==> src/pkg/occ_pkg.sv <==
// package: register map, field layout, reset values and encodings of the output channel block
`default_nettype none
package occ_pkg;
	// ************************************************************
	// register indices (byte address is four times the index)
	// ************************************************************
	localparam logic [7:0] OCC_IDX_CH4_DIV = 8'h26;
	localparam logic [7:0] OCC_IDX_CH5_CTL = 8'h27;
	localparam logic [7:0] OCC_IDX_CH4_SRC = 8'h30;
	localparam logic [7:0] OCC_IDX_STATUS = 8'h31;

	// ************************************************************
	// field positions in channel_five_control
	// ************************************************************
	localparam int OCC_SRC_LSB = 6;
	localparam int OCC_SEL_LSB = 4;
	localparam int OCC_MODE_A_LSB = 2;
	localparam int OCC_MODE_B_LSB = 0;

	// ************************************************************
	// reset values
	// ************************************************************
	localparam logic [7:0] OCC_CH4_DIV_RST = 8'h02;
	localparam logic [1:0] OCC_SRC_RST = 2'h0;
	localparam logic [1:0] OCC_SEL_RST = 2'h1;
	localparam logic [1:0] OCC_MODE_A_RST = 2'h2;
	localparam logic [1:0] OCC_MODE_B_RST = 2'h0;

	// ************************************************************
	// encodings
	// ************************************************************
	typedef enum logic [1:0] {
		OCC_SRC_SYNTH_ONE = 2'h0,
		OCC_SRC_SYNTH_TWO = 2'h1,
		OCC_SRC_PRI_REF = 2'h2,
		OCC_SRC_SEC_REF = 2'h3
	} occ_src_t;

	typedef enum logic [1:0] {
		OCC_DRV_OFF = 2'h0,
		OCC_DRV_ACDIFF = 2'h1,
		OCC_DRV_HCSL = 2'h2,
		OCC_DRV_CMOS = 2'h3
	} occ_drv_t;

	// cmos pin states, shared by both pins
	localparam logic [1:0] OCC_PIN_OFF_Z = 2'h0;
	localparam logic [1:0] OCC_PIN_OFF_LOW = 2'h1;
	localparam logic [1:0] OCC_PIN_INV = 2'h2;
	localparam logic [1:0] OCC_PIN_TRUE = 2'h3;

	// tail current in mA and hcsl load in ohms
	localparam logic [4:0] OCC_TAIL_4MA = 5'h04;
	localparam logic [4:0] OCC_TAIL_6MA = 5'h06;
	localparam logic [4:0] OCC_TAIL_8MA = 5'h08;
	localparam logic [4:0] OCC_TAIL_16MA = 5'h10;
	localparam logic [7:0] OCC_LOAD_Z = 8'h00;
	localparam logic [7:0] OCC_LOAD_50 = 8'h32;
	localparam logic [7:0] OCC_LOAD_100 = 8'h64;
	localparam logic [7:0] OCC_LOAD_200 = 8'hc8;
endpackage
`default_nettype wire

==> src/pkg/occ_div_if.sv <==
// interface: channel four divider hookup between the register bank and the divider
`default_nettype none
interface occ_div_if;
	logic src;
	logic bypass;
	logic [7:0] ratio;
	logic out;
	modport core (input src, input bypass, input ratio, output out);
	modport ctl (output src, output bypass, output ratio, input out);
endinterface
`default_nettype wire

==> src/core/occ_clkdiv.sv <==
// module: channel four output divider, counts rising edges of the sampled source
`default_nettype none
module occ_clkdiv
	import occ_pkg::*;
(
	// clock and reset
	input wire logic clk,
	input wire logic rst,
	// divider hookup
	occ_div_if.core dv
);
	logic src_d_r;
	logic [7:0] cnt_r;
	logic pass_r;
	logic out_r;
	logic rise;
	logic wrap;

	assign rise = dv.src & ~src_d_r;
	assign wrap = (cnt_r >= dv.ratio);
	assign dv.out = out_r;

	always_ff @(posedge clk)
	begin
		if (rst)
			src_d_r <= 1'b0;
		else
			src_d_r <= dv.src;
	end

	// one source period in ratio+1 is let through
	always_ff @(posedge clk)
	begin
		if (rst)
		begin
			cnt_r <= 8'h00;
			pass_r <= 1'b0;
		end
		else if (rise)
		begin
			cnt_r <= wrap ? 8'h00 : cnt_r + 8'h01;
			pass_r <= wrap;
		end
	end

	// references go straight through, undivided
	always_ff @(posedge clk)
	begin
		if (rst)
			out_r <= 1'b0;
		else if (dv.bypass)
			out_r <= dv.src;
		else
			out_r <= dv.src & (rise ? wrap : pass_r);
	end

	property p_div_one;
		@(posedge clk) disable iff (rst)
		(!dv.bypass && dv.ratio == 8'h00 && cnt_r == 8'h00) |=> (out_r == $past(dv.src));
	endproperty
	a_div_one: assert property (p_div_one) else $error("divide by one does not follow source");

	property p_div_block;
		@(posedge clk) disable iff (rst)
		(!dv.bypass && rise && cnt_r < dv.ratio) |=> !out_r;
	endproperty
	a_div_block: assert property (p_div_block) else $error("divider passed a non-terminal edge");

	property p_bypass;
		@(posedge clk) disable iff (rst)
		dv.bypass |=> (out_r == $past(dv.src));
	endproperty
	a_bypass: assert property (p_bypass) else $error("reference source was divided");
endmodule // occ_clkdiv
`default_nettype wire

==> src/core/occ_top.sv <==
// module: channel four divider and channel five control register bank on apb
// ************************************************************
// Summary of operation
// - channel four divider: 8-bit value N divides by N+1, 0 by 1, 255 by 256
// - divider acts only on synthesizer sources; references pass undivided
// - channel five source: 0 synth one, 1 synth two, 2 primary, 3 secondary reference
// - channel five driver: 0 off, 1 ac differential, 2 hcsl, 3 lvcmos
// - mode a: tail current 4/6/8/16 mA (8 unless hcsl), cmos positive pin state
// - mode b: hcsl load tristate/50/100/200 ohm, cmos negative pin state
// - reset: driver ac differential, mode a 2, mode b 0, source 0
// ************************************************************
//
// The implementer's own choice: the APB register port.
`default_nettype none
module occ_top
	import occ_pkg::*;
#(
	parameter int ADDR_W = 12
)
(
	// clock and reset
	input wire logic CLK,
	input wire logic RST,
	// apb slave
	input wire logic PSEL,
	input wire logic PENABLE,
	input wire logic PWRITE,
	input wire logic [ADDR_W-1:0] PADDR,
	input wire logic [31:0] PWDATA,
	output logic [31:0] PRDATA,
	output logic PREADY,
	output logic PSLVERR,
	// clock sources, sampled as levels
	input wire logic SYNTH_ONE_CLK,
	input wire logic SYNTH_TWO_CLK,
	input wire logic PRI_REF_CLK,
	input wire logic SEC_REF_CLK,
	// channel four
	output logic CH4_OUT,
	// channel five pins
	output logic CH5_P_OUT,
	output logic CH5_P_OE_N,
	output logic CH5_N_OUT,
	output logic CH5_N_OE_N,
	// channel five analog settings
	output logic [4:0] CH5_TAIL_MA,
	output logic [7:0] CH5_LOAD_OHM
);
	// ************************************************************
	// registers
	// ************************************************************
	logic [7:0] ch4_div_r;
	logic [1:0] ch4_src_r;
	logic [1:0] ch5_source_select_r;
	logic [1:0] ch5_drv_sel_r;
	logic [1:0] ch5_drive_cfg_a_r;
	logic [1:0] ch5_drive_cfg_b_r;
	logic [31:0] prdata_r;
	logic pready_r;
	logic pslverr_r;
	logic src4_r;
	logic ch5_clk_r;
	logic ch4_out_r;
	logic p_out_r, p_oe_n_r, n_out_r, n_oe_n_r;
	logic [4:0] tail_r;
	logic [7:0] load_r;

	logic setup;
	logic wr_take;
	logic [7:0] idx;
	logic idx_ok;
	logic [31:0] rd_nxt;
	logic [7:0] ch5_ctl;
	logic [7:0] status;
	logic p_out_nxt, p_oe_n_nxt, n_out_nxt, n_oe_n_nxt;
	logic [4:0] tail_nxt;
	logic [7:0] load_nxt;

	occ_div_if div_if ();

	occ_clkdiv u_div (
		.clk (CLK),
		.rst (RST),
		.dv (div_if.core)
	);

	// ************************************************************
	// apb slave: answers in the first access cycle, no wait states
	// ************************************************************
	assign setup = PSEL & ~PENABLE;
	assign wr_take = PSEL & PENABLE & PWRITE & pready_r;
	assign idx = PADDR[9:2];
	assign idx_ok = (PADDR[1:0] == 2'b00) && (PADDR[ADDR_W-1:10] == '0) &&
		(idx == OCC_IDX_CH4_DIV || idx == OCC_IDX_CH5_CTL ||
		idx == OCC_IDX_CH4_SRC || idx == OCC_IDX_STATUS);
	assign ch5_ctl = {ch5_source_select_r, ch5_drv_sel_r, ch5_drive_cfg_a_r, ch5_drive_cfg_b_r};
	assign status = {4'h0, div_if.bypass, ch5_clk_r, p_oe_n_r, n_oe_n_r};

	always_comb
	begin
		rd_nxt = 32'h0000_0000;
		if (idx == OCC_IDX_CH4_DIV)
			rd_nxt = {24'h00_0000, ch4_div_r};
		else if (idx == OCC_IDX_CH5_CTL)
			rd_nxt = {24'h00_0000, ch5_ctl};
		else if (idx == OCC_IDX_CH4_SRC)
			rd_nxt = {30'h0000_0000, ch4_src_r};
		else if (idx == OCC_IDX_STATUS)
			rd_nxt = {24'h00_0000, status};
	end

	always_ff @(posedge CLK)
	begin
		if (RST)
		begin
			pready_r <= 1'b0;
			pslverr_r <= 1'b0;
			prdata_r <= 32'h0000_0000;
		end
		else
		begin
			pready_r <= setup;
			pslverr_r <= setup & ~idx_ok;
			prdata_r <= (setup && !PWRITE && idx_ok) ? rd_nxt : 32'h0000_0000;
		end
	end

	// ************************************************************
	// register writes
	// ************************************************************
	always_ff @(posedge CLK)
	begin
		if (RST)
			ch4_div_r <= OCC_CH4_DIV_RST;
		else if (wr_take && idx_ok && idx == OCC_IDX_CH4_DIV)
			ch4_div_r <= PWDATA[7:0];
	end

	always_ff @(posedge CLK)
	begin
		if (RST)
			ch4_src_r <= OCC_SRC_RST;
		else if (wr_take && idx_ok && idx == OCC_IDX_CH4_SRC)
			ch4_src_r <= PWDATA[1:0];
	end

	always_ff @(posedge CLK)
	begin
		if (RST)
		begin
			ch5_source_select_r <= OCC_SRC_RST;
			ch5_drv_sel_r <= OCC_SEL_RST;
			ch5_drive_cfg_a_r <= OCC_MODE_A_RST;
			ch5_drive_cfg_b_r <= OCC_MODE_B_RST;
		end
		else if (wr_take && idx_ok && idx == OCC_IDX_CH5_CTL)
		begin
			ch5_source_select_r <= PWDATA[OCC_SRC_LSB +: 2];
			ch5_drv_sel_r <= PWDATA[OCC_SEL_LSB +: 2];
			ch5_drive_cfg_a_r <= PWDATA[OCC_MODE_A_LSB +: 2];
			ch5_drive_cfg_b_r <= PWDATA[OCC_MODE_B_LSB +: 2];
		end
	end

	// ************************************************************
	// source muxes
	// ************************************************************
	function automatic logic pick(input logic [1:0] s, input logic a, input logic b,
		input logic c, input logic d);
		unique case (occ_src_t'(s))
			OCC_SRC_SYNTH_ONE: pick = a;
			OCC_SRC_SYNTH_TWO: pick = b;
			OCC_SRC_PRI_REF: pick = c;
			OCC_SRC_SEC_REF: pick = d;
		endcase
	endfunction

	always_ff @(posedge CLK)
	begin
		if (RST)
		begin
			src4_r <= 1'b0;
			ch5_clk_r <= 1'b0;
			ch4_out_r <= 1'b0;
		end
		else
		begin
			src4_r <= pick(ch4_src_r, SYNTH_ONE_CLK, SYNTH_TWO_CLK, PRI_REF_CLK, SEC_REF_CLK);
			ch5_clk_r <= pick(ch5_source_select_r, SYNTH_ONE_CLK, SYNTH_TWO_CLK,
				PRI_REF_CLK, SEC_REF_CLK);
			ch4_out_r <= div_if.out;
		end
	end

	assign div_if.src = src4_r;
	assign div_if.ratio = ch4_div_r;
	assign div_if.bypass = ch4_src_r[1];

	// ************************************************************
	// channel five driver decode
	// ************************************************************
	function automatic logic [1:0] cmos_pin(input logic [1:0] cfg, input logic ck);
		unique case (cfg)
			OCC_PIN_OFF_Z: cmos_pin = 2'b01;
			OCC_PIN_OFF_LOW: cmos_pin = 2'b00;
			OCC_PIN_INV: cmos_pin = {~ck, 1'b0};
			OCC_PIN_TRUE: cmos_pin = {ck, 1'b0};
		endcase
	endfunction

	always_comb
	begin
		p_out_nxt = 1'b0;
		p_oe_n_nxt = 1'b1;
		n_out_nxt = 1'b0;
		n_oe_n_nxt = 1'b1;
		tail_nxt = 5'h00;
		load_nxt = OCC_LOAD_Z;
		unique case (occ_drv_t'(ch5_drv_sel_r))
			OCC_DRV_OFF:
			begin
				p_oe_n_nxt = 1'b1;
				n_oe_n_nxt = 1'b1;
			end
			OCC_DRV_ACDIFF, OCC_DRV_HCSL:
			begin
				p_out_nxt = ch5_clk_r;
				n_out_nxt = ~ch5_clk_r;
				p_oe_n_nxt = 1'b0;
				n_oe_n_nxt = 1'b0;
				unique case (ch5_drive_cfg_a_r)
					2'h0: tail_nxt = OCC_TAIL_4MA;
					2'h1: tail_nxt = OCC_TAIL_6MA;
					2'h2: tail_nxt = OCC_TAIL_8MA;
					2'h3: tail_nxt = (ch5_drv_sel_r == OCC_DRV_HCSL) ? OCC_TAIL_16MA : OCC_TAIL_8MA;
				endcase
				if (ch5_drv_sel_r == OCC_DRV_HCSL)
				begin
					unique case (ch5_drive_cfg_b_r)
						2'h0: load_nxt = OCC_LOAD_Z;
						2'h1: load_nxt = OCC_LOAD_50;
						2'h2: load_nxt = OCC_LOAD_100;
						2'h3: load_nxt = OCC_LOAD_200;
					endcase
				end
			end
			OCC_DRV_CMOS:
			begin
				{p_out_nxt, p_oe_n_nxt} = cmos_pin(ch5_drive_cfg_a_r, ch5_clk_r);
				{n_out_nxt, n_oe_n_nxt} = cmos_pin(ch5_drive_cfg_b_r, ch5_clk_r);
			end
		endcase
	end

	// pins are tristated in reset, when off, and for cmos pins at OCC_PIN_OFF_Z; the ac differential reset setting drives them from the next cycle
	always_ff @(posedge CLK)
	begin
		if (RST)
		begin
			p_out_r <= 1'b0;
			p_oe_n_r <= 1'b1;
			n_out_r <= 1'b0;
			n_oe_n_r <= 1'b1;
			tail_r <= 5'h00;
			load_r <= OCC_LOAD_Z;
		end
		else
		begin
			p_out_r <= p_out_nxt;
			p_oe_n_r <= p_oe_n_nxt;
			n_out_r <= n_out_nxt;
			n_oe_n_r <= n_oe_n_nxt;
			tail_r <= tail_nxt;
			load_r <= load_nxt;
		end
	end

	assign PRDATA = prdata_r;
	assign PREADY = pready_r;
	assign PSLVERR = pslverr_r;
	assign CH4_OUT = ch4_out_r;
	assign CH5_P_OUT = p_out_r;
	assign CH5_P_OE_N = p_oe_n_r;
	assign CH5_N_OUT = n_out_r;
	assign CH5_N_OE_N = n_oe_n_r;
	assign CH5_TAIL_MA = tail_r;
	assign CH5_LOAD_OHM = load_r;

	// ************************************************************
	// checks
	// ************************************************************
	property p_ch5_route;
		@(posedge CLK) disable iff (RST)
		(ch5_source_select_r == OCC_SRC_PRI_REF && $stable(ch5_source_select_r)) |=>
			(ch5_clk_r == $past(PRI_REF_CLK));
	endproperty
	a_ch5_route: assert property (p_ch5_route) else $error("channel five not fed by primary ref");

	property p_ch5_route_two;
		@(posedge CLK) disable iff (RST)
		(ch5_source_select_r == OCC_SRC_SYNTH_TWO) |=> (ch5_clk_r == $past(SYNTH_TWO_CLK));
	endproperty
	a_ch5_route_two: assert property (p_ch5_route_two) else $error("channel five not fed by synth two");

	property p_drv_off;
		@(posedge CLK) disable iff (RST)
		(ch5_drv_sel_r == OCC_DRV_OFF) [*2] |-> (CH5_P_OE_N && CH5_N_OE_N && CH5_TAIL_MA == 5'h00);
	endproperty
	a_drv_off: assert property (p_drv_off) else $error("disabled channel five still drives");

	property p_diff_pins;
		@(posedge CLK) disable iff (RST)
		(ch5_drv_sel_r == OCC_DRV_ACDIFF) |=> (!CH5_P_OE_N && CH5_N_OUT == !CH5_P_OUT &&
			CH5_P_OUT == $past(ch5_clk_r));
	endproperty
	a_diff_pins: assert property (p_diff_pins) else $error("differential pins not complementary");

	property p_tail;
		@(posedge CLK) disable iff (RST)
		(ch5_drive_cfg_a_r == 2'h3 && ch5_drv_sel_r inside {OCC_DRV_ACDIFF, OCC_DRV_HCSL}) |=>
			(CH5_TAIL_MA == (($past(ch5_drv_sel_r) == OCC_DRV_HCSL) ? OCC_TAIL_16MA : OCC_TAIL_8MA));
	endproperty
	a_tail: assert property (p_tail) else $error("wrong tail current for top code");

	property p_cmos_p_inv;
		@(posedge CLK) disable iff (RST)
		(ch5_drv_sel_r == OCC_DRV_CMOS && ch5_drive_cfg_a_r == OCC_PIN_INV) |=>
			(!CH5_P_OE_N && CH5_P_OUT == !$past(ch5_clk_r));
	endproperty
	a_cmos_p_inv: assert property (p_cmos_p_inv) else $error("cmos positive pin not inverted");

	property p_load;
		@(posedge CLK) disable iff (RST)
		(ch5_drv_sel_r == OCC_DRV_HCSL && ch5_drive_cfg_b_r == 2'h2) |=> (CH5_LOAD_OHM == OCC_LOAD_100);
	endproperty
	a_load: assert property (p_load) else $error("hcsl load not 100 ohm");

	property p_cmos_n_z;
		@(posedge CLK) disable iff (RST)
		(ch5_drv_sel_r == OCC_DRV_CMOS && ch5_drive_cfg_b_r == OCC_PIN_OFF_Z) |=> CH5_N_OE_N;
	endproperty
	a_cmos_n_z: assert property (p_cmos_n_z) else $error("cmos negative pin not tristated");

	property p_reset_vals;
		@(posedge CLK) disable iff (RST)
		$fell(RST) |-> (ch5_ctl == {OCC_SRC_RST, OCC_SEL_RST, OCC_MODE_A_RST, OCC_MODE_B_RST} &&
			ch4_div_r == OCC_CH4_DIV_RST);
	endproperty
	a_reset_vals: assert property (p_reset_vals) else $error("control register reset value wrong");
endmodule // occ_top
`default_nettype wire

==> config.mk <==
export PLATFORM = sky130hd
export DESIGN_NAME = occ_top
export DESIGN_NICKNAME = d
export VERILOG_FILES = /design/src/pkg/occ_pkg.sv /design/src/pkg/occ_div_if.sv /design/src/core/occ_clkdiv.sv /design/src/core/occ_top.sv
export SDC_FILE = /design/constraint.sdc
export NUM_CORES = 1
export LEC_CHECK = 0
export ABC_AREA = 0
export BUFFER_PORTS_ARGS = -buffer_cell sky130_fd_sc_hd__buf_4
export CORE_ASPECT_RATIO = 1.1
export CORE_MARGIN = 1.5
export CORE_UTILIZATION = 40
export CTS_BUF_LIST = sky130_fd_sc_hd__clkbuf_8
export DETAILED_ROUTE_END_ITERATION = 16
export HOLD_SLACK_MARGIN = 0.15
export PLACE_DENSITY_LB_ADDON = 0.2
export SLEW_MARGIN = 20
export SYNTH_ARGS = -nofsm -noshare
export SYNTH_HDL_FRONTEND = slang
export SYNTH_HIERARCHICAL = 1
export SYNTH_SLANG_ARGS = --single-unit
==> constraint.sdc <==
create_clock -name CLK -period 3.95 [get_ports CLK]
set_input_delay 0.1975 -clock CLK [delete_from_list [all_inputs] [get_ports CLK]]
set_output_delay 0.1975 -clock CLK [all_outputs]
set_load 0.005 [all_outputs]
=== Word-level counts from Yosys, hierarchy flattened ===
Cells that the tools add are included.

* Bits in registers: 83
* Memory bits (read-only): 0
* Bits in writable memories: 0
* Word-level logic and storage cells: 100
* Input port bits: 53
* Output and inout port bits: 52
* Memories kept: 0
* Bits in latches: 0

* $add $sub $neg: 1
* Multiply operators: 0
* Divide/modulo/power cells: 0
* Bitwise logic cells: 14
* Shifts and indexed selects: 0
* Reductions and logical operators: 24
* Muxes and demuxes: 18
* Order comparisons: 1
* Equal/unequal tests: 19

{| class="wikitable"
|+ Operators with widths
! cell !! count
|-
| $eq A8 B6 Y1 const B || 4
|-
| $pmux W8 S4 || 1
|-
| $mux W8 || 3
|-
| $eq A2 B2 Y1 const B || 10
|-
| $pmux W5 S4 || 1
|-
| $pmux W2 S4 || 2
|-
| $logic_not A2 Y1 || 7
|-
| $eq A2 B1 Y1 const B || 5
|-
| $add A8 B1 Y8 const B || 1
|-
| $ge A8 B8 Y1 || 1
|-
| $logic_and A1 B1 Y1 || 8
|-
| $mux W4 || 2
|-
| $pmux W1 S4 || 2
|-
| $and A1 B1 Y1 || 7
|-
| $not A1 Y1 || 7
|-
| $pmux W1 S3 || 2
|-
| $reduce_or A2 Y1 || 3
|-
| $mux W5 || 1
|-
| $reduce_or A5 Y1 || 1
|-
| $pmux W1 S2 || 2
|-
| $logic_or A1 B1 Y1 || 3
|-
| $reduce_or A3 Y1 || 1
|-
| $mux W1 || 2
|-
| $logic_not A1 Y1 || 1
|}

=== Longest topological paths before layout ===
Gate-level depths: netlist of run 1.

* Depth in word-level cells: 8
* Depth in mapped cells: 7
* Gate-level depth less buffers: 7

=== By module ===
Netlist of run 1, hierarchy kept.

{| class="wikitable"
|+ By module, submodules not included
! module !! seq. area each (um^2) !! area an instance (um^2) !! cells an instance !! instances
|-
| occ_top || 880.8 || 2133.3 || 225 || 1
|-
| occ_clkdiv || 220.2 || 701.9 || 79 || 1
|}

=== Worst setup path after synthesis of run 1 ===
No wires, ideal clock.

* Kind: register to register
* Start: reg ch4_div_r[1]
* End: reg u_div.out_r, in the netlist u_div/dv.out
* Library setup time: 115 ps
* Arrival time: 1589 ps
* Data required time: 3835 ps
* Buffers on the path: 0
* Setup slack: 2246 ps
* Period minus slack after synthesis: 1704 ps
* Stages on the path, launching flop included: 8
* Cells stage by stage: dfxtp_1 > inv_1 > ha_1 > or4_4 > a21oi_2 > or3_1 > a31oi_1 > o21a_1

* Word-level cells in the longest chain between the ends: 4

{| class="wikitable"
|+ Ends and longest elaborated chain
! what !! RTL line !! source
|-
| start: declaration || occ_top.sv:52 || <nowiki>logic [7:0] ch4_div_r;</nowiki>
|-
| start signal: assignment || occ_top.sv:136 || <nowiki>ch4_div_r <= PWDATA[7:0];</nowiki>
|-
| $ge A8 B8 Y1 || occ_clkdiv.sv:20 || <nowiki>assign wrap = (cnt_r >= dv.ratio);</nowiki>
|-
| $mux W1 || occ_clkdiv.sv:54 || <nowiki>out_r <= dv.src & (rise ? wrap : pass_r);</nowiki>
|-
| $and A1 B1 Y1 || occ_clkdiv.sv:54 ||
|-
| $mux W1 || occ_clkdiv.sv:51 || <nowiki>else if (dv.bypass)</nowiki>
|-
| end signal: assignment || occ_clkdiv.sv:52 || <nowiki>out_r <= dv.src;</nowiki>
|-
| end signal: assignment || occ_clkdiv.sv:54 ||
|-
| end: declaration || occ_clkdiv.sv:15 || <nowiki>logic out_r;</nowiki>
|}

Every way passes these cells.
A chain may end at the register's enable or synchronous reset.

=== Final worst setup path of run 1 ===
* Start: in PADDR[9]
* End: reg ch5_source_select_r[0]

* Word-level cells in the longest chain between the ends: 7
* Elaborated cells between the ends (all ways): 10
* Those cells by class: eq/ne (4); reduce/logical (6)

{| class="wikitable"
|+ Ends and longest elaborated chain
! what !! RTL line !! source
|-
| start: declaration || occ_top.sv:28 || <nowiki>input wire logic [ADDR_W-1:0] PADDR,</nowiki>
|-
| $eq A8 B6 Y1 (on tied branches) || occ_top.sv:94, occ_top.sv:156 ||
|-
| $logic_or A1 B1 Y1 (2 in series) || occ_top.sv:94 || <nowiki>(idx == OCC_IDX_CH4_DIV || idx == OCC_IDX_CH5_CTL ||</nowiki>
|-
| $logic_or A1 B1 Y1 || occ_top.sv:95 || <nowiki>idx == OCC_IDX_CH4_SRC || idx == OCC_IDX_STATUS);</nowiki>
|-
| $logic_and A1 B1 Y1 || occ_top.sv:93 || <nowiki>assign idx_ok = (PADDR[1:0] == 2'b00) && (PADDR[ADDR_W-1:10] == '0) &&</nowiki>
|-
| $logic_and A1 B1 Y1 || occ_top.sv:156 || <nowiki>else if (wr_take && idx_ok && idx == OCC_IDX_CH5_CTL)</nowiki>
|-
| $logic_and A1 B1 Y1 (*) || occ_top.sv:156 ||
|-
| end signal: assignment || occ_top.sv:158 || <nowiki>ch5_source_select_r <= PWDATA[OCC_SRC_LSB +: 2];</nowiki>
|-
| end: declaration || occ_top.sv:54 || <nowiki>logic [1:0] ch5_source_select_r;</nowiki>
|}

Every way passes the cells marked *; elsewhere a longest branch is shown, timed or not.

==> out/qor.yml, run 1 <==
status: "completed"
die_h_um: 91.3
critPathKind: "primary input to register"
dieArea_um2: 7600
rrSetupSlack_ns: 2.04
synth_largest_area_cell: "dfxtp_1"
seqPwrFrac_pct: 58.3
hold_start: "PWDATA[2]"
first_iter_violations: 120
drt_first_pass_iters: 4
n_fill_cell: 688
whs_ns: 0.161
cp-end-kind: "register"
std_cell_rows: 32
crit_path_top_delay_cell: "nor2_1"
cts_tree: "built"
min_path_cells: 3
first_global_vias: 2133
ys_seq_area_share_pct: 38.8
crit_path_cell_trace: "buf_4 -> or3b_2 -> nor2_1 -> nand3_2 -> mux2i_1"
avgSynthCellArea_um2: 9.33
synthCells: 304
wl_per_cell_um: 13.6
wirelength_mm: 6.02
maxSlewViolCount: 0
antenna_found_initial: 0
holdPathEnd: "ch4_div_r[2]"
grt_pass1_wl_mm: 9.96
grt_setup_unrepaired: "no"
overflow: 0
yosys_warnings: 6
ctsHoldBuffers: 3
p_int_uw: 733
port_buffers: 54
powerDensity_nw_per_um2: 293
synth_edf_count: 0
cts.path.max_buffers: 2
fin_tns_setup_ns: 0
fin_crit_ns: 2.05
switching_share_pct: 24.6
cts-root-buf: "clkbuf_8"
ys.flop_type: "dfxtp_1"
clock_latency_ns: 0.31
hpwl_mm: 4.49
io_pins: 105
cp.required_ns: 4.15
hold_violations: 0
p_switching_uw: 239
setup_violations: 0
finalClockSkew_ns: 0.0120
gp_congestion: 0.794
synth_top_area_share_pct: 38.8
areaGrowthSynthToFinish_pct: 16.9
post-cts-setup-buffers: 0
cp.depth: 5
p_clk_share_pct: 32.8
vdd_drop_max_uv: 149
num_vias: 2189
synth_cell_types: 54
seqCellArea_um2: 1100
finish.utilization_pct: 47.9
cp_max_fo: 12
cp_top_family: "simple AND/OR/NAND/NOR gates"
fmax_ghz: 0.489
antenna_cells: 0
leakagePower_nw: 1.49
r2r-start: "ch4_div_r[1]"
finalInstanceArea_um2: 3320
pwr-share-comb_pct: 8.9
drive_above_1_share_pct: 21.8
gr-usage-all-layers_pct: 16.3
place_area_um2: 3190
ys_ff_latch: 55
worst_hold_path_type: "primary input to register"
critPathBufInv: 1
r2r_cells: 7
worstMarginPinSlew_ns: 0.878
relSlewSlack_pct: 41.3
timing.final.crit_share_pct: 51.8
cts_max_level: 2
arrival_ns: 2.24
core_um2: 6930
numCtsBuffers: 5
cpPeakStageDelay_ns: 0.70
async_flop_share_pct: 0
layout_commonest_cell: "dfxtp_1"
clk_pin_slew_ns: 0.10
start_kind: "primary input"
drc_errors: 0
cts_resized: 0
viasPerCell: 4.95
cts_sinks: 55
layout_common_cells: "dfxtp_1, buf_4, conb_1"
antenna_left: 0
grt_max_degree: 45
fin_nets: 428
drv_cap: 0
initial_core_util_pct: 40.9
yosys-top-cells-area: "dfxtp_1, ha_1, buf_4, mux2i_1, nand2b_1"
die_x_um: 83.3
r2r_end: "u_div/dv.out"
syn-cell-area_um2: 2840
multi_input_area_um2: 1530
[per-layer routing]
layer / part of all wire, % / track usage (%) / vias up
met5: 0 / 0 / -
met4: 1.6 / 5.14 / 0
met3: 4.2 / 3.55 / 10
met2: 48 / 27.6 / 51
met1: 46 / 20.5 / 1029
li1: - / - / 1099
[final cells by class]
cell class	instances	share of cell area, %
clock inverter	3	0.679
tap	85	3.21
clock buffer	5	2.08
sequential	55	33.2
timing repair buffer	57	13.1
multi-input combinational	224	46.2
inverter	13	1.47
[cells by family (layout without fill, tap and decap cells)]
family                     count (synthesis)  in the layout  share of synthesized area [%]
buffers and inverters                     50             78                           10.4
other                                      1             26                          0.132
AOI/OAI and AO/OA                         51             51                           12.0
and+or+nand+nor                          106            106                           21.7
xor gates and xnor gates                   4              4                           1.24
DFF                                       55             55                           38.8
adders and majority gates                 19             19                           8.38
muxes                                     18             18                           7.33
[power groups by stage]
stage	logic (mW)	clock network [mW]	registers, mW
after global routing	0.0963	0.348	0.568
after floorplan	0.0637	0	0.578
after CTS	0.0868	0.327	0.566
after global placement	0.0838	0	0.579
final	0.0869	0.318	0.566
after detailed placement	0.0840	0	0.579
[Yosys cell counts, types with 2 or more instances]
| library cell | n |
|---|---|
| dfxtp_1 | 55 |
| buf_4 | 28 |
| nor2_1 | 24 |
| ha_1 | 19 |
| a21oi_1 | 17 |
| nand2b_1 | 16 |
| mux2i_1 | 14 |
| inv_1 | 13 |
| nand3_1 | 13 |
| nand2_1 | 10 |
| o21ai_0 | 9 |
| and2_1 | 6 |
| clkbuf_1 | 6 |
| nor2b_1 | 6 |
| a21o_1 | 5 |
| nor3_1 | 4 |
| a31oi_1 | 3 |
| nand3b_1 | 3 |
| nand4_1 | 3 |
| nor3b_1 | 3 |
| or3_1 | 3 |
| xor2_1 | 3 |
| a211oi_1 | 2 |
| a22o_1 | 2 |
| a22oi_1 | 2 |
| buf_2 | 2 |
| mux2_2 | 2 |
| mux4_2 | 2 |
| o21a_1 | 2 |
| or3b_2 | 2 |
| or4_4 | 2 |
[metrics by stage]
stage               setup slack (ns)  power [mW]  std cells
floorplan                       2.25       0.642        329
CTS                             1.89       0.981        442
global route                    1.75        1.01        442
finish                          1.90       0.972        442
detailed placement              1.64       0.663        431
global placement                1.64       0.663        431
[how the worst max path moves through the flow]
stage / slack [ns] / from / to
after floorplan: 2.25 / PADDR[1] / ch4_div_r[0]
after global placement: 1.64 / PADDR[9] / ch5_drive_cfg_b_r[0]
after detailed placement: 1.64 / PADDR[9] / ch5_drv_sel_r[0]
after CTS: 1.89 / PENABLE / PRDATA[6]
after global routing: 1.75 / PADDR[9] / ch5_drive_cfg_b_r[0]
final: 1.90 / PADDR[9] / ch5_source_select_r[0]
[state kept, by name, indices dropped and copies added (netlist names), 4 cells and up]
name and count:
CH5_LOAD_OHM 5, CH5_TAIL_MA 4, PRDATA 8, ch4_div_r 8
u_div/cnt_r 8
[worst reg2reg max path, cell delays in order, from the launching register on]
cell     delay, ns
dfxtp_1       0.39
inv_1         0.06
ha_1          0.19
or4_4         0.52
a21oi_2       0.15
or3_1         0.17
a31oi_1       0.12
o21a_1        0.21
Power figures use the tool's default switching activity.
==> inputs of run 2 (changes only) <==
==> constraint.sdc (replaced) <==
create_clock -name CLK -period 1.8 [get_ports CLK]
set_input_delay 0.09 -clock CLK [delete_from_list [all_inputs] [get_ports CLK]]
set_output_delay 0.09 -clock CLK [all_outputs]
set_load 0.005 [all_outputs]
==> out/qor.yml, run 2 (synthesized netlist as in run 1, its figures left out) <==
die_x_um: 83.3
layout_commonest_cell: "buf_4"
start_kind: "register"
die_h_um: 91.3
cts_sinks: 55
p_clk_share_pct: 36.6
finalClockSkew_ns: 0.00441
p_int_mw: 1.80
cp_max_fo: 5
gp_congestion: 0.791
hold_start: "PADDR[5]"
drc_errors: 0
powerDensity_nw_per_um2: 639
leakagePower_nw: 1.63
wl_per_cell_um: 13.4
critPathKind: "register to register"
core_um2: 6930
finish.utilization_pct: 52.2
finalInstanceArea_um2: 3620
numCtsBuffers: 5
port_buffers: 54
fin_crit_ns: 1.82
first_iter_violations: 146
setup.worst_path.start: "u_div/cnt_r[4]"
worst_hold_path_type: "primary input to register"
grt_pass1_wl_mm: 9.76
antenna_left: 0
pwr-share-comb_pct: 9.7
grt_setup_unrepaired: "yes"
first_global_vias: 2115
place_area_um2: 3290
timing.final.crit_share_pct: 101
areaGrowthSynthToFinish_pct: 27.5
rrSetupSlack_ns: -0.02
maxSlewViolCount: 0
layout.cells.non_filler: 464
holdPathEnd: "PSLVERR"
overflow: 0
status: "complete, but fails checks"
vdd_drop_max_uv: 462
io_pins: 105
violations: "negative setup slack"
fin_nets: 450
min_path_cells: 3
cp-end-kind: "register"
wirelength_mm: 6.24
viasPerCell: 4.91
hold_violations: 0
gr-usage-all-layers_pct: 16.0
arrival_ns: 2.03
cts_max_level: 2
r2r-start: "u_div/cnt_r[4]"
cts-root-buf: "clkbuf_8"
seqPwrFrac_pct: 53.7
clock_latency_ns: 0.30
clk_pin_slew_ns: 0.09
hpwl_mm: 4.62
cp.required_ns: 2.01
fin_tns_setup_ns: -0.0243
r2r_end: "u_div/dv.out"
grt_max_degree: 44
std_cell_rows: 32
initial_core_util_pct: 40.9
switching_share_pct: 22.1
num_vias: 2278
dieArea_um2: 7600
layout_common_cells: "buf_4, dfxtp_1, conb_1"
p_switching_uw: 510
r2r_cells: 6
drt_first_pass_iters: 4
antenna_cells: 0
fmax_ghz: 0.548
cts_tree: "built"
p_total_mw: 2.31
setup_violations: 1
dp_cells: 444
antenna_found_initial: 0
drive_above_1_share_pct: 28.0
cts.path.max_buffers: 2
drv_cap: 0
setup_ws_ns: -0.0243
[run 2: cell types whose count changed in the layout (fill, tap and decap cells not counted), sizes merged]
cell,change
buf,+15
dlygate4sd3,+7
bufinv,+1
clkbuf,+1
clkinv,-1
inv,-1
[run 2: routing by layer]
metal | track usage [%] | share of wire (%)
met3 | 2.73 | 5.1
met2 | 27.0 | 48
met5 | 0 | 0
met4 | 5.56 | 2.0
met1 | 20.5 | 45
[run 2: cell type report]
type / instances / area [µm²]
multi-input cells: 224 / 1620
repair buffers: 79 / 618
flip-flops and latches: 55 / 1110
well taps: 85 / 106
clock buffers: 6 / 82.6
inverters: 13 / 48.8
fillers: 657 / 3310
clock inverters: 2 / 35.0
[run 2: through the flow]
step / setup WS [ns] / hold WS (ns)
6_report: -0.0243 / 0.151
5_1_grt: -0.0696 / 0.172
4_1_cts: 0.00134 / 0.151
3_5_place_dp: 0.0251 / 0.286
3_3_place_gp: 0.0424 / 0.288
2_1_floorplan: 0.0961 / 0.159
[run 2: worst max path at each step]
stage	to	slack, ns
final	u_div/dv.out	-0.02
after global routing	u_div/dv.out	-0.07
after CTS	u_div/cnt_r[2]	0.001
after detailed placement	u_div/dv.out	0.03
after global placement	ch4_div_r[5]	0.04
after floorplan	u_div/dv.out	0.1
[run 2: power groups by stage]
stage               combinational (mW)  sequential (mW)  clock (mW)
finish                           0.224             1.24       0.845
global route                     0.245             1.24       0.906
CTS                              0.215             1.24       0.860
detailed placement               0.197             1.27           0
global placement                 0.196             1.27           0
floorplan                        0.140             1.27           0
[run 2: worst max-delay path: stages, from the launching register on]
cell     delay [ns]
dfxtp_1        0.39
ha_4           0.19
or4_4          0.54
a21oi_4        0.17
or3_4          0.18
a31oi_4        0.08
o21a_1         0.19
[run 2: timing repair]
item	4_1_cts	5_1_grt
hold buffers	10	0
pin swaps	0	9
endpoints found under the hold margin	20	0
setup buffers	0	2
endpoints found under the setup margin	1	10
gates resized for setup	1	17
